**config.mk**
```make
export PLATFORM = sky130hd
export DESIGN_NAME = tcs_top
export DESIGN_NICKNAME = d
export VERILOG_FILES = /design/src/rtl/tcs_pkg.sv /design/src/rtl/tcs_tick_div.sv /design/src/rtl/tcs_top.sv
export VERILOG_INCLUDE_DIRS = /design/src /design/src/rtl
export SDC_FILE = /design/constraint.sdc
export NUM_CORES = 1
export LEC_CHECK = 0
export BUFFER_PORTS_ARGS = -buffer_cell sky130_fd_sc_hd__buf_4
export CAP_MARGIN = 40
export CORE_ASPECT_RATIO = 1.5
export CORE_MARGIN = 3
export CORE_UTILIZATION = 51
export DETAILED_ROUTE_END_ITERATION = 8
export GPL_TIMING_DRIVEN = 0
export PLACE_DENSITY = 0.77
export SLEW_MARGIN = 20
export SYNTH_ARGS = -nofsm -noshare
export SYNTH_HDL_FRONTEND = slang
export SYNTH_SLANG_ARGS = --single-unit
```
**constraint.sdc**
```tcl
create_clock -name clk_i -period 3.65 [get_ports clk_i]
set_input_delay 0.5475 -clock clk_i [delete_from_list [all_inputs] [get_ports clk_i]]
set_output_delay 0.5475 -clock clk_i [all_outputs]
set_load 0.05 [all_outputs]
```
**src/rtl/tcs_consts.svh**
```systemverilog
`ifndef TCS_CONSTS_SVH
`define TCS_CONSTS_SVH

// ----------------------------------------------------------------
// Timing
// ----------------------------------------------------------------
`define TCS_CLK_HZ 25000000
`define TCS_CHECK_INTERVAL_MS 600
`define TCS_TICK_CYCLES ((`TCS_CLK_HZ / 1000) * `TCS_CHECK_INTERVAL_MS)
`define TCS_TWO_INPUT_CHECKS 3
`define TCS_ONE_INPUT_CHECKS 500

// ----------------------------------------------------------------
// Register byte offsets
// ----------------------------------------------------------------
`define TCS_CTRL_OFS 4'h0
`define TCS_STATUS_OFS 4'h4
`define TCS_IRQ_STAT_OFS 4'h8
`define TCS_IRQ_MASK_OFS 4'hc

// ----------------------------------------------------------------
// Control fields
// ----------------------------------------------------------------
`define TCS_CTRL_ENABLE 0
`define TCS_CTRL_TWO_INPUT 1
`define TCS_CTRL_COMMON_POT 2
`define TCS_CTRL_ALLOC_FIRST 3
`define TCS_CTRL_ALLOC_SECOND 4
`define TCS_CTRL_W 5
`define TCS_CTRL_RESET 5'h00

// ----------------------------------------------------------------
// Status fields
// ----------------------------------------------------------------
`define TCS_ST_FAIL 0
`define TCS_ST_MISMATCH 1
`define TCS_ST_BLOCKED 2
`define TCS_ST_ACTIVE 3
`define TCS_ST_HW_FAULT 4
`define TCS_ST_SENSE_FIRST 5
`define TCS_ST_SENSE_SECOND 6
`define TCS_ST_PICKED_UP 7
`define TCS_ST_COUNT_LSB 16

// ----------------------------------------------------------------
// Interrupt events
// ----------------------------------------------------------------
`define TCS_EV_ALARM_SET 0
`define TCS_EV_ALARM_CLR 1
`define TCS_EV_MISMATCH 2
`define TCS_EV_HW_FAULT 3
`define TCS_EV_W 4
`define TCS_IRQ_RESET 4'h0

`endif

```
**src/rtl/tcs_pkg.sv**
```systemverilog
package tcs_pkg;

  // Gray order along off -> watch -> alarm, blocked beside off
  typedef enum logic [1:0] {
    TCS_OFF = 2'b00,
    TCS_WATCH = 2'b01,
    TCS_ALARM = 2'b11,
    TCS_BLOCKED = 2'b10
  } tcs_state_type;

  typedef logic [31:0] tcs_word_type;

endpackage : tcs_pkg

```
**src/rtl/tcs_tick_div.sv**
```systemverilog
`timescale 1ns/100ps
`include "tcs_consts.svh"

module tcs_tick_div #(
  parameter int TICK_CYCLES = `TCS_TICK_CYCLES
) (
  // Clock and reset
  input wire logic clk_i,
  input wire logic reset_n_i,
  // Control
  input wire logic run_i,
  // Check strobe
  output logic tick_o
);

  localparam int CW = $clog2(TICK_CYCLES + 1);

  if (TICK_CYCLES < 1) begin : g_bad_tick
    $error("tcs_tick_div: TICK_CYCLES must be at least one");
  end

  logic [CW-1:0] cnt_reg;
  logic [CW-1:0] cnt_next;
  logic tick_reg;
  logic tick_next;

  // Restart on each activation so the first check lands one interval in
  always_comb begin
    cnt_next = cnt_reg;
    tick_next = 1'b0;
    if (!run_i) begin
      cnt_next = '0;
    end else if (cnt_reg == CW'(TICK_CYCLES - 1)) begin
      cnt_next = '0;
      tick_next = 1'b1;
    end else begin
      cnt_next = cnt_reg + CW'(1);
    end
  end

  always_ff @(posedge clk_i or negedge reset_n_i) begin
    if (!reset_n_i) begin
      cnt_reg <= '0;
      tick_reg <= 1'b0;
    end else begin
      cnt_reg <= cnt_next;
      tick_reg <= tick_next;
    end
  end

  assign tick_o = tick_reg;

endmodule : tcs_tick_div

```
**src/rtl/tcs_top.sv**
```systemverilog
`timescale 1ns/100ps
`include "tcs_consts.svh"

module tcs_top
  import tcs_pkg::*;
#(
  parameter int TICK_CYCLES = `TCS_TICK_CYCLES,
  parameter int TWO_INPUT_CHECKS = `TCS_TWO_INPUT_CHECKS,
  parameter int ONE_INPUT_CHECKS = `TCS_ONE_INPUT_CHECKS
) (
  // Clock and reset
  input wire logic clk_i,
  input wire logic reset_n_i,
  // Avalon-MM slave
  input wire logic [3:0] av_address_i,
  input wire logic av_read_i,
  input wire logic av_write_i,
  input wire logic [3:0] av_byteenable_i,
  input wire tcs_pkg::tcs_word_type av_writedata_i,
  output tcs_pkg::tcs_word_type av_readdata_o,
  output logic av_waitrequest_o,
  // Trip circuit sense pins
  input wire logic first_sense_input_i,
  input wire logic second_sense_input_i,
  input wire logic supervision_block_input_i,
  // Protection pickup, same clock domain
  input wire logic device_picked_up_i,
  // Indications
  output logic trip_circuit_fail_o,
  output logic config_mismatch_alarm_o,
  output logic supervision_blocked_status_o,
  output logic supervision_active_o,
  output logic hardware_fault_o,
  output logic irq_o
);

  import tcs_pkg::*;

  localparam int CNT_W = $clog2(ONE_INPUT_CHECKS + 1);

  if (TWO_INPUT_CHECKS < 1 || ONE_INPUT_CHECKS < TWO_INPUT_CHECKS)
  begin : g_bad_counts
    $error("tcs_top: check counts must be positive and ordered");
  end

  // ----------------------------------------------------------------
  // Pin synchronisers
  // ----------------------------------------------------------------
  logic [2:0] pin_meta_reg;
  logic [2:0] pin_sync_reg;
  logic sense_a;
  logic sense_b;
  logic block_in;

  always_ff @(posedge clk_i or negedge reset_n_i) begin
    if (!reset_n_i) begin
      pin_meta_reg <= 3'h0;
      pin_sync_reg <= 3'h0;
    end else begin
      pin_meta_reg <= {supervision_block_input_i, second_sense_input_i,
                       first_sense_input_i};
      pin_sync_reg <= pin_meta_reg;
    end
  end

  assign sense_a = pin_sync_reg[0];
  assign sense_b = pin_sync_reg[1];
  assign block_in = pin_sync_reg[2];

  // ----------------------------------------------------------------
  // Register file and bus slave
  // ----------------------------------------------------------------
  logic [`TCS_CTRL_W-1:0] ctrl_reg;
  logic [`TCS_CTRL_W-1:0] ctrl_next;
  logic [`TCS_EV_W-1:0] irq_stat_reg;
  logic [`TCS_EV_W-1:0] irq_stat_next;
  logic [`TCS_EV_W-1:0] irq_mask_reg;
  logic [`TCS_EV_W-1:0] irq_mask_next;
  logic ack_reg;
  logic ack_next;
  tcs_word_type rdata_reg;
  tcs_word_type rdata_next;
  tcs_word_type status_word;
  logic [`TCS_EV_W-1:0] events;
  logic wr_take;

  // Byte address: upper bits pick the word, low bits must be zero
  function automatic logic hit(input logic [3:0] addr,
                               input logic [3:0] ofs);
    hit = (addr == ofs);
  endfunction : hit

  // One wait cycle lets read data come from a flop
  assign av_waitrequest_o = (av_read_i | av_write_i) & ~ack_reg;
  assign wr_take = av_write_i & ack_reg & av_byteenable_i[0];

  always_comb begin
    ctrl_next = ctrl_reg;
    irq_mask_next = irq_mask_reg;
    irq_stat_next = irq_stat_reg;
    ack_next = (av_read_i | av_write_i) & ~ack_reg;
    rdata_next = rdata_reg;
    if (wr_take && hit(av_address_i, `TCS_CTRL_OFS)) begin
      ctrl_next = av_writedata_i[`TCS_CTRL_W-1:0];
    end
    if (wr_take && hit(av_address_i, `TCS_IRQ_MASK_OFS)) begin
      irq_mask_next = av_writedata_i[`TCS_EV_W-1:0];
    end
    if (wr_take && hit(av_address_i, `TCS_IRQ_STAT_OFS)) begin
      irq_stat_next = irq_stat_reg & ~av_writedata_i[`TCS_EV_W-1:0];
    end
    // A new event beats a clear in the same cycle
    irq_stat_next = irq_stat_next | events;
    if (av_read_i && !ack_reg) begin
      rdata_next = '0;
      if (hit(av_address_i, `TCS_CTRL_OFS)) begin
        rdata_next[`TCS_CTRL_W-1:0] = ctrl_reg;
      end else if (hit(av_address_i, `TCS_STATUS_OFS)) begin
        rdata_next = status_word;
      end else if (hit(av_address_i, `TCS_IRQ_STAT_OFS)) begin
        rdata_next[`TCS_EV_W-1:0] = irq_stat_reg;
      end else if (hit(av_address_i, `TCS_IRQ_MASK_OFS)) begin
        rdata_next[`TCS_EV_W-1:0] = irq_mask_reg;
      end
    end
  end

  always_ff @(posedge clk_i or negedge reset_n_i) begin
    if (!reset_n_i) begin
      ctrl_reg <= `TCS_CTRL_RESET;
      irq_stat_reg <= `TCS_IRQ_RESET;
      irq_mask_reg <= `TCS_IRQ_RESET;
      ack_reg <= 1'b0;
      rdata_reg <= '0;
    end else begin
      ctrl_reg <= ctrl_next;
      irq_stat_reg <= irq_stat_next;
      irq_mask_reg <= irq_mask_next;
      ack_reg <= ack_next;
      rdata_reg <= rdata_next;
    end
  end

  assign av_readdata_o = rdata_reg;
  assign irq_o = |(irq_stat_reg & irq_mask_reg);

  // ----------------------------------------------------------------
  // Mode decode
  // ----------------------------------------------------------------
  logic enable;
  logic two_mode;
  logic mismatch;
  logic abnormal;
  logic both_high;
  logic run;
  logic tick;
  logic [CNT_W-1:0] need_last;

  assign enable = ctrl_reg[`TCS_CTRL_ENABLE];
  assign two_mode = ctrl_reg[`TCS_CTRL_TWO_INPUT];
  // Two inputs need both allocated, one input needs only the first
  assign mismatch = enable & (two_mode ?
      ~(ctrl_reg[`TCS_CTRL_ALLOC_FIRST] & ctrl_reg[`TCS_CTRL_ALLOC_SECOND]) :
      ~(ctrl_reg[`TCS_CTRL_ALLOC_FIRST] & ~ctrl_reg[`TCS_CTRL_ALLOC_SECOND]));
  assign abnormal = two_mode ? (~sense_a & ~sense_b) : ~sense_a;
  assign both_high = two_mode & ctrl_reg[`TCS_CTRL_COMMON_POT] &
                     sense_a & sense_b;
  assign run = enable & ~mismatch & ~block_in;
  assign need_last = two_mode ? CNT_W'(TWO_INPUT_CHECKS - 1) :
                                CNT_W'(ONE_INPUT_CHECKS - 1);

  tcs_tick_div #(
    .TICK_CYCLES(TICK_CYCLES)
  ) u_tick (
    .clk_i(clk_i),
    .reset_n_i(reset_n_i),
    .run_i(run),
    .tick_o(tick)
  );

  // ----------------------------------------------------------------
  // Supervision state machine
  // ----------------------------------------------------------------
  tcs_state_type state_reg;
  tcs_state_type state_next;
  logic [CNT_W-1:0] cnt_reg;
  logic [CNT_W-1:0] cnt_next;
  logic mismatch_reg;
  logic hw_fault_reg;
  logic hw_fault_next;
  logic check;

  // Pickup skips the check without losing progress of the count
  assign check = tick & ~device_picked_up_i;

  always_comb begin
    state_next = state_reg;
    cnt_next = cnt_reg;
    hw_fault_next = hw_fault_reg;
    case (state_reg)
      TCS_OFF, TCS_BLOCKED: begin
        cnt_next = '0;
        hw_fault_next = 1'b0;
        if (run) begin
          state_next = TCS_WATCH;
        end else if (enable && !mismatch) begin
          state_next = TCS_BLOCKED;
        end else begin
          state_next = TCS_OFF;
        end
      end
      TCS_WATCH, TCS_ALARM: begin
        if (!run) begin
          cnt_next = '0;
          hw_fault_next = 1'b0;
          state_next = (enable && !mismatch) ? TCS_BLOCKED : TCS_OFF;
        end else if (check) begin
          hw_fault_next = both_high;
          if (abnormal == (state_reg == TCS_ALARM)) begin
            cnt_next = '0;
          end else if (cnt_reg >= need_last) begin
            cnt_next = '0;
            state_next = (state_reg == TCS_ALARM) ? TCS_WATCH :
                                                    TCS_ALARM;
          end else begin
            cnt_next = cnt_reg + CNT_W'(1);
          end
        end
      end
      default: begin
        state_next = TCS_OFF;
        cnt_next = '0;
        hw_fault_next = 1'b0;
      end
    endcase
  end

  always_ff @(posedge clk_i or negedge reset_n_i) begin
    if (!reset_n_i) begin
      state_reg <= TCS_OFF;
      cnt_reg <= '0;
      hw_fault_reg <= 1'b0;
      mismatch_reg <= 1'b0;
    end else begin
      state_reg <= state_next;
      cnt_reg <= cnt_next;
      hw_fault_reg <= hw_fault_next;
      mismatch_reg <= mismatch;
    end
  end

  assign trip_circuit_fail_o = (state_reg == TCS_ALARM);
  assign config_mismatch_alarm_o = mismatch_reg;
  assign supervision_blocked_status_o = (state_reg == TCS_BLOCKED);
  assign supervision_active_o = (state_reg == TCS_WATCH) ||
                                (state_reg == TCS_ALARM);
  assign hardware_fault_o = hw_fault_reg;

  assign events[`TCS_EV_ALARM_SET] = (state_next == TCS_ALARM) &&
                                     (state_reg != TCS_ALARM);
  assign events[`TCS_EV_ALARM_CLR] = (state_next != TCS_ALARM) &&
                                     (state_reg == TCS_ALARM);
  assign events[`TCS_EV_MISMATCH] = mismatch & ~mismatch_reg;
  assign events[`TCS_EV_HW_FAULT] = hw_fault_next & ~hw_fault_reg;

  always_comb begin
    status_word = '0;
    status_word[`TCS_ST_FAIL] = trip_circuit_fail_o;
    status_word[`TCS_ST_MISMATCH] = mismatch_reg;
    status_word[`TCS_ST_BLOCKED] = supervision_blocked_status_o;
    status_word[`TCS_ST_ACTIVE] = supervision_active_o;
    status_word[`TCS_ST_HW_FAULT] = hw_fault_reg;
    status_word[`TCS_ST_SENSE_FIRST] = sense_a;
    status_word[`TCS_ST_SENSE_SECOND] = sense_b;
    status_word[`TCS_ST_PICKED_UP] = device_picked_up_i;
    status_word[`TCS_ST_COUNT_LSB +: CNT_W] = cnt_reg;
  end
endmodule : tcs_top

```
; ---- Word level (Yosys, flattened, before mapping)
; Cells that the tools add are included.
[word_totals]
out_inout_bits = 39
register_bits = 90
input_bits = 48
wordCells = 104
[classes]
magnitude_cmp = 1
eq_ne = 12
n_reduce_logical = 15
mux = 30
bitwise = 31
addsub = 2
[op_table]
columns = op, count
row1 = 2-to-1 mux 24 bit, 2
row2 = 2-to-1 mux 9 bit, 5
row3 = 2-to-1 mux 27 bit, 1
row4 = "adder 24 x 1 -> 24 bit, second input constant", 1
row5 = "equality test 24 bit, second input constant", 1
row6 = 2-to-1 mux 21 bit, 1
row7 = one-hot mux 9 bit (2 select lines), 1
row8 = 2-to-1 mux 4 bit, 4
row9 = AND 1 bit, 15
row10 = 2-to-1 mux 2 bit, 7
row11 = NOT 1 bit, 11
row12 = "adder 9 x 1 -> 9 bit, second input constant", 1
row13 = >= comparator 9 bit, 1
row14 = AND 4 bit, 2
row15 = "equality test 4 bit, second input constant", 2
row16 = logical AND 1 bit, 7
row17 = "equality test 2 bit, second input constant", 3
row18 = 2-to-1 mux 1 bit, 6
row19 = 2-to-1 mux 5 bit, 1
row20 = "equality test 4 x 3 -> 1 bit, second input constant", 1
row21 = zero test 4 bit, 1
row22 = "!= test 2 bit, second input constant", 2
row23 = NOT 4 bit, 1
row24 = bitwise OR 4 bit, 1
row25 = 11 further kinds, 13

; ---- Longest topological paths before layout
; Gate-level depths: netlist of the first run.
[logic_depth]
depth_word = 13
depth_mapped = 8
mapped_depth_nobuf = 7

; ---- By module
; Synthesis of the first run repeated with hierarchy kept, for this count alone.
[unflattened]
cells_unflattened = 364
area_unflattened_um2 = 3784.9
[by_module_without_submodules]
columns = module, seq_area_each_um2, cells_each, area_each_um2, n_inst
row1 = tcs_top, 1251.2, 224, 2438.6, 1
row2 = tcs_tick_div, 625.6, 140, 1346.3, 1

; ---- Worst setup path after synthesis of the first run
; OpenSTA, ideal clock, no wires.
[synth_timing]
path_type = register -> register
start = reg ctrl_reg[1]
end = reg cnt_reg[4]
t_arrival_ns = 2.211
required_ns = 3.568
synth_period_minus_slack_ns = 2.293
path_stages_with_launch = 9
setup_ns = 0.082
slack_ns = 1.357
path_cell_list = dfrtp_1 > inv_1 > ha_1 > nand2b_1 > a2111o_1 > a221oi_4 > buf_4 > nand3_1 > a31oi_1
[synth_via]
elab_chain_cells = 7
[synth_rtl]
columns = element, line
row1 = start: declaration, tcs_top.sv:73  ; logic [`TCS_CTRL_W-1:0] ctrl_reg;
row2 = start signal: assignment, tcs_top.sv:130  ; ctrl_reg <= `TCS_CTRL_RESET;
row3 = start signal: assignment, tcs_top.sv:136  ; ctrl_reg <= ctrl_next;
row4 = 2-to-1 mux 9 bit or 2-to-1 mux 1 bit (tied branches), "tcs_top.sv:169, tcs_top.sv:162"
row5 = >= comparator 9 bit or AND 1 bit (tied branches), "tcs_top.sv:221, tcs_top.sv:162"
row6 = 2-to-1 mux 9 bit or NOT 1 bit (tied branches), "tcs_top.sv:221, tcs_top.sv:168"
row7 = 2-to-1 mux 9 bit or AND 1 bit (tied branches), "tcs_top.sv:219, tcs_top.sv:168"
row8 = 2-to-1 mux 9 bit or AND 1 bit (tied branches), "tcs_top.sv:217, tcs_top.sv:168"
row9 = 2-to-1 mux 9 bit, tcs_top.sv:213  ; if (!run) begin
row10 = one-hot mux 9 bit (2 select lines), tcs_top.sv:200  ; case (state_reg)
row11 = end signal: assignment, tcs_top.sv:246  ; cnt_reg <= cnt_next;
row12 = end: declaration, tcs_top.sv:186  ; logic [CNT_W-1:0] cnt_reg;
; Parallel ways exist; a longest one is shown, timed or not. The select of a mux whose other input is x is not followed.
; A chain may end at the register's enable or synchronous reset.

; ---- Final worst setup path of the first run
; Same ends and word-level chain as after synthesis.

==> results of run 1 <==
==> per-layer routing <==
| layer | up-vias | GRT usage | share of wire |
|---|---|---|---|
| met3 | 12 | 0.0537 | 0.051 |
| met5 | - | 0 | 0 |
| met4 | 0 | 0.0735 | 0.021 |
| met2 | 90 | 0.342 | 0.55 |
| li1 | 1376 | - | - |
| met1 | 1365 | 0.227 | 0.38 |
==> layout make-up <==
type,instances,area [µm²]
repair buffers,40,313
multi-input cells,259,1650
flip-flops and latches,75,1880
clock inverters,6,55.1
clock buffers,10,138
fillers,594,2570
plain buffers,30,189
inverters,13,48.8
well taps,78,97.6
==> metrics by stage <==
step           total power [W]  hold slack (ns)  area (µm²)  worst slack (ns)  cells
2_1_floorplan          0.00105            0.252        3770              1.36    377
3_3_place_gp           0.00112            0.334        4160              1.00    494
3_5_place_dp           0.00113            0.341        4180              1.02    495
4_1_cts                0.00175            0.153        4370              1.00    511
5_1_grt                0.00181            0.158        4370             0.864    511
6_report               0.00174            0.140        4370             0.964    511
==> power groups by stage <==
stage	logic [W]	clock network, W	registers (W)
CTS	0.000226	0.000636	0.000886
finish	0.000225	0.000632	0.000887
global route	0.000244	0.000677	0.000890
global placement	0.000219	0	0.000901
detailed placement	0.000226	0	0.000902
floorplan	0.000141	0	0.000912
==> cells by family after synthesis <==
logic type	count (synthesis)
compound gates	53
xor+xnor	22
fa+ha+maj	8
buf+inv	43
flops	75
mux	10
other cells	1
simple gates	151
==> cells in the final DEF, fill, tap and decap left out, types with 2 or more instances in the layout <==
master,count
a21oi_1,8
a22o_1,16
a22oi_1,2
a31oi_1,7
and3_1,9
buf_4,55
buf_6,2
clkbuf_1,11
clkbuf_8,10
clkinv_2,5
conb_1,15
dfrtp_1,75
ha_1,8
inv_1,13
mux2_2,4
mux2i_1,2
mux4_2,4
nand2_1,35
nand2b_1,4
nand3_1,31
nand3b_1,2
nand4_1,6
nor2_1,37
nor2b_1,2
nor3_1,11
o21ai_0,11
o31ai_1,3
or4_1,2
xnor2_1,14
xor2_1,8
==> worst paths after layout <==
check	slack, ns	startpoint	to
max	0.96	ctrl_reg[1]	cnt_reg[4]
max in group asynchronous	2.94	reset_n_i	ctrl_reg[0]
min in group clk_i	0.31	second_sense_input_i	pin_meta_reg[1]
min reg2reg	0.36	pin_meta_reg[2]	pin_sync_reg[2]
min	0.14	reset_n_i	u_tick.cnt_reg[3]
max reg2reg	0.96	ctrl_reg[1]	cnt_reg[4]
==> worst register-to-register path: stages, from the launching register on <==
cell	delay, ns
dfrtp_1	0.57
inv_1	0.15
ha_1	0.30
nand2b_1	0.14
a2111o_1	0.46
a221oi_4	0.46
buf_4	0.26
nand3_1	0.10
a31oi_1	0.18
==> results.toml, run 1 <==
[finish]
area_growth_pct = 17.7
finalNetCount = 484
final_layout_size_suffix_gt1_frac = 0.206
antennaDiodeCount = 0
final_core_util = 0.629
largest_register_ffs = 24

[grt]
grt_max_degree = 42
grt_use_total = 0.199
grt_pass1_vias = 2874
antenna_found_initial = 0
grt_pass1_wl_mm = 13.0
globalRoute.totalOverflow = 0

[synth]
synth_cells = 363
yosysTopAreaCell = "dfrtp_1"
yosysWarnings = 0
muxShareOfSynthArea = 0.0418
synth_top_family_by_area = "simple AND/OR/NAND/NOR gates"
synth_xor_xnor_area_share = 0.0519
synth_area_leaders = "dfrtp_1, nand3_1, a22o_1"
netlist_area_um2 = 3710
synth-main-ff-cell = "dfrtp_1"
ys_top_cells_by_count = "dfrtp_1, nor2_1, nand2_1"
synth_top_area_frac = 0.505
post-synth-top-count-cell = "dfrtp_1"
ys_seq_area_frac = 0.505
synth_edf_count = 0
ys_types = 47
synth_seq_cells = 75
ys_async_sr_fraction = 1.00
synth_compound_area_frac = 0.104
synth_simple_gate_area_frac = 0.205
avgSynthCellArea_um2 = 10.2
synth-adder-area-share = 0.0270

[route]
antenna_left = 0
routed_wl_mm = 7.82
dr.first_iter.drc_count = 198
vias_per_cell = 5.56
drcViolationCount = 0
wire_per_inst_um = 15.3
dr.pass1.iters = 4
routed-via-count = 2843

[placement]
gp_congestion = 0.876
place_hpwl_mm = 5.80
port_buffers = 39

[setup_path]
critPathMaxStageDelay_ns = 0.57
crit_family = "compound AO/OA/AOI/OAI gates"
critPathSlowestCell = "dfrtp_1"
critPathLaunchType = "register"
cp_num_cells = 8
reg2regPathDepth = 8
cp.arrival_ns = 2.96
path_cells = "inv_1, ha_1, nand2b_1, a2111o_1, a221oi_4, buf_4, nand3_1, a31oi_1"
crit_type = "register to register"
required_ns = 3.92
critPathBufInv = 2
crit_fanout = 10
cp-end-kind = "register"

[power_and_ir_drop]
power_frac_seq = 0.509
peakVddDrop_mv = 0.212
p_clk_frac = 0.362
leakagePower_nw = 2.00
swShare = 0.274
switchingPower_w = 0.000478
p_int_w = 0.00127
power_density_nw_per_um2 = 399
pwr-share-comb = 0.129

[worst_hold_path]
hold_path.class = "primary input to async pin"

[timing]
rsz0062_at_grt = "no"
relSlewSlack = 0.544
maxSlewViolCount = 0
worst_clock_skew_ns = 0.00943
hold_viol = 0
period_share = 0.736
post-route-min-period_ns = 2.69
setup_viol = 0
timing.fmax_mhz = 372
fin_setup_tns_ns = 0
worstMarginPinSlew_ns = 0.678

[clocking]
htree_levels = 3
cts_sinks = 75
root_buffer = "clkbuf_8"
cts_resized = 0
cts_buffers = 9
clk_path_buf_depth = 2
cts_tree = "done"
cts_setup_buffers = 0
clk_latency_ns = 0.35
cts_hold_buf = 0
path_clk_slew_ns = 0.08

[run_status]
outcome = "finished, final reports clean"

[die]
start_util = 0.535
num_rows = 37
die_w_um = 75.7
die_area_um2 = 8360
ios = 87
die_y_um = 111
core_um2 = 6940

[job]
maxCapViolCount = 0
Note: power is estimated with default switching activity, not from simulation.
==> run 2: changes to the inputs <==
--- a/config.mk
+++ b/config.mk
@@ -10,10 +10,10 @@
 export CAP_MARGIN = 40
 export CORE_ASPECT_RATIO = 1.5
 export CORE_MARGIN = 3
-export CORE_UTILIZATION = 51
+export CORE_UTILIZATION = 49
 export DETAILED_ROUTE_END_ITERATION = 8
 export GPL_TIMING_DRIVEN = 0
-export PLACE_DENSITY = 0.77
+export PLACE_DENSITY = 0.78
 export SLEW_MARGIN = 20
 export SYNTH_ARGS = -nofsm -noshare
 export SYNTH_HDL_FRONTEND = slang
==> constraint.sdc (replaced) <==
create_clock -name clk_i -period 2.45 [get_ports clk_i]
set_input_delay 0.3675 -clock clk_i [delete_from_list [all_inputs] [get_ports clk_i]]
set_output_delay 0.3675 -clock clk_i [all_outputs]
set_load 0.05 [all_outputs]
==> results.toml, run 2 (synthesis results as in run 1) <==
[run_status]
outcome = "finished, final reports clean"

[finish]
largest_register_ffs = 24
final_layout_size_suffix_gt1_frac = 0.210
area_growth_pct = 19.0
instances_no_fill = 538
final_core_util = 0.604
final_common_cell = "dfrtp_1"
antennaDiodeCount = 0
final_cell_mix = "dfrtp_1, buf_4, nor2_1, nand2_1, nand3_1"
finalNetCount = 489

[die]
num_rows = 38
die_w_um = 77.1
ios = 87
die_area_um2 = 8680
start_util = 0.507
die_y_um = 113
core_um2 = 7320

[route]
routed_wl_mm = 7.70
routed-via-count = 2889
antenna_left = 0
drcViolationCount = 0
dr.first_iter.drc_count = 229
wire_per_inst_um = 14.3
vias_per_cell = 5.37
dr.pass1.iters = 4

[timing]
worstMarginPinSlew_ns = 0.609
worst_clock_skew_ns = 0.0100
rsz0062_at_grt = "no"
period_share = 0.923
hold_viol = 0
setup_viol = 0
fin_setup_tns_ns = 0
post-route-min-period_ns = 2.26
timing.fmax_mhz = 442
relSlewSlack = 0.590
maxSlewViolCount = 0

[grt]
antenna_found_initial = 0
globalRoute.totalOverflow = 0
grt_pass1_wl_mm = 13.3
grt_use_total = 0.192
grt_max_degree = 42
grt_pass1_vias = 2832

[placement]
dp.cells = 517
port_buffers = 39
place_hpwl_mm = 5.86
gp_congestion = 0.859

[clocking]
clk_latency_ns = 0.35
cts_buffers = 9
root_buffer = "clkbuf_8"
clk_path_buf_depth = 2
htree_levels = 3
cts_sinks = 75
path_clk_slew_ns = 0.07
cts_tree = "done"

[setup_path]
crit_fanout = 10
critPathMaxStageDelay_ns = 0.46
path_cells = "inv_1, ha_1, nand2b_1, a2111o_1, a221oi_4, buf_4, nand3b_1, a31oi_1"
crit_family = "compound AO/OA/AOI/OAI gates"
crit_type = "register to register"
cp-end-kind = "register"
critPathLaunchType = "register"
cp.arrival_ns = 2.53
critPathSlowestCell = "a2111o_1"
required_ns = 2.71
critPathBufInv = 2

[worst_hold_path]
hold_path.class = "primary input to register"

[power_and_ir_drop]
power_density_nw_per_um2 = 571
peakVddDrop_mv = 0.388
leakagePower_nw = 2.00

[job]
maxCapViolCount = 0
## run 2: final cells by class
| type | instances | area [µm²] |
|---|---|---|
| Multi-Input combinational cell | 259 | 1650 |
| Inverter | 13 | 48.8 |
| Clock inverter | 2 | 10.0 |
| Timing Repair Buffer | 45 | 353 |
| Buffer | 30 | 189 |
| Sequential cell | 75 | 1880 |
| Fill cell | 671 | 2900 |
| Tap cell | 100 | 125 |
| Clock buffer | 14 | 163 |
## run 2: layer usage
layer  wire length, µm  vias up  GRT usage  part of all wire
met5                 0        -          0                 0
met4               146        0     0.0796             0.019
met3               304       13     0.0465             0.039
met2              4200       67      0.343              0.55
met1              3050     1422      0.217              0.40
li1                  -     1387          -                 -
## run 2: power by group
| part | leakage [nW] | internal, W | switching (W) | total, W |
|---|---|---|---|---|
| combinational | 0.900 | 0.000134 | 0.000227 | 0.000361 |
| sequential | 1.01 | 0.00128 | 0.0000364 | 0.00132 |
| clock | 0.0905 | 0.000421 | 0.000424 | 0.000845 |
## run 2: stage by stage
stage | setup slack [ns] | total power [W] | hold WS, ns | cell area (µm²)
floorplan | 0.157 | 0.00157 | 0.0719 | 3770
global placement | -0.215 | 0.00167 | 0.336 | 4180
detailed placement | -0.210 | 0.00168 | 0.345 | 4200
CTS | 0.0423 | 0.00253 | 0.114 | 4400
global route | 0.0305 | 0.00265 | 0.105 | 4420
finish | 0.188 | 0.00252 | 0.130 | 4420
## run 2: worst register-to-register path, cell delays in order (launching register included)
cell and delay, ns:
dfrtp_2 0.43, inv_1 0.11, ha_1 0.23, nand2b_1 0.14
a2111o_1 0.46, a221oi_4 0.32, buf_4 0.21, nand3b_1 0.10
a31oi_1 0.19
## run 2: final timing paths
path	from	end	slack, ns	cells after the start
min in group asynchronous	reset_n_i	u_tick.cnt_reg[7]	0.50	2
worst min register to register	pin_meta_reg[2]	pin_sync_reg[2]	0.36	0
worst max-delay path	ctrl_reg[1]	cnt_reg[2]	0.19	8
worst max register to register	ctrl_reg[1]	cnt_reg[2]	0.19	8
max in group asynchronous	reset_n_i	ctrl_reg[1]	1.37	3
worst min-delay path	first_sense_input_i	pin_meta_reg[0]	0.13	1
## run 2: what timing repair did
item,4_1_cts,5_1_grt
gates resized for setup,1,1
hold buffers,1,0
pin swaps,1,0
endpoints found under the setup margin,9,9
buffers inserted,1,3
hold endpoints to repair,34,0
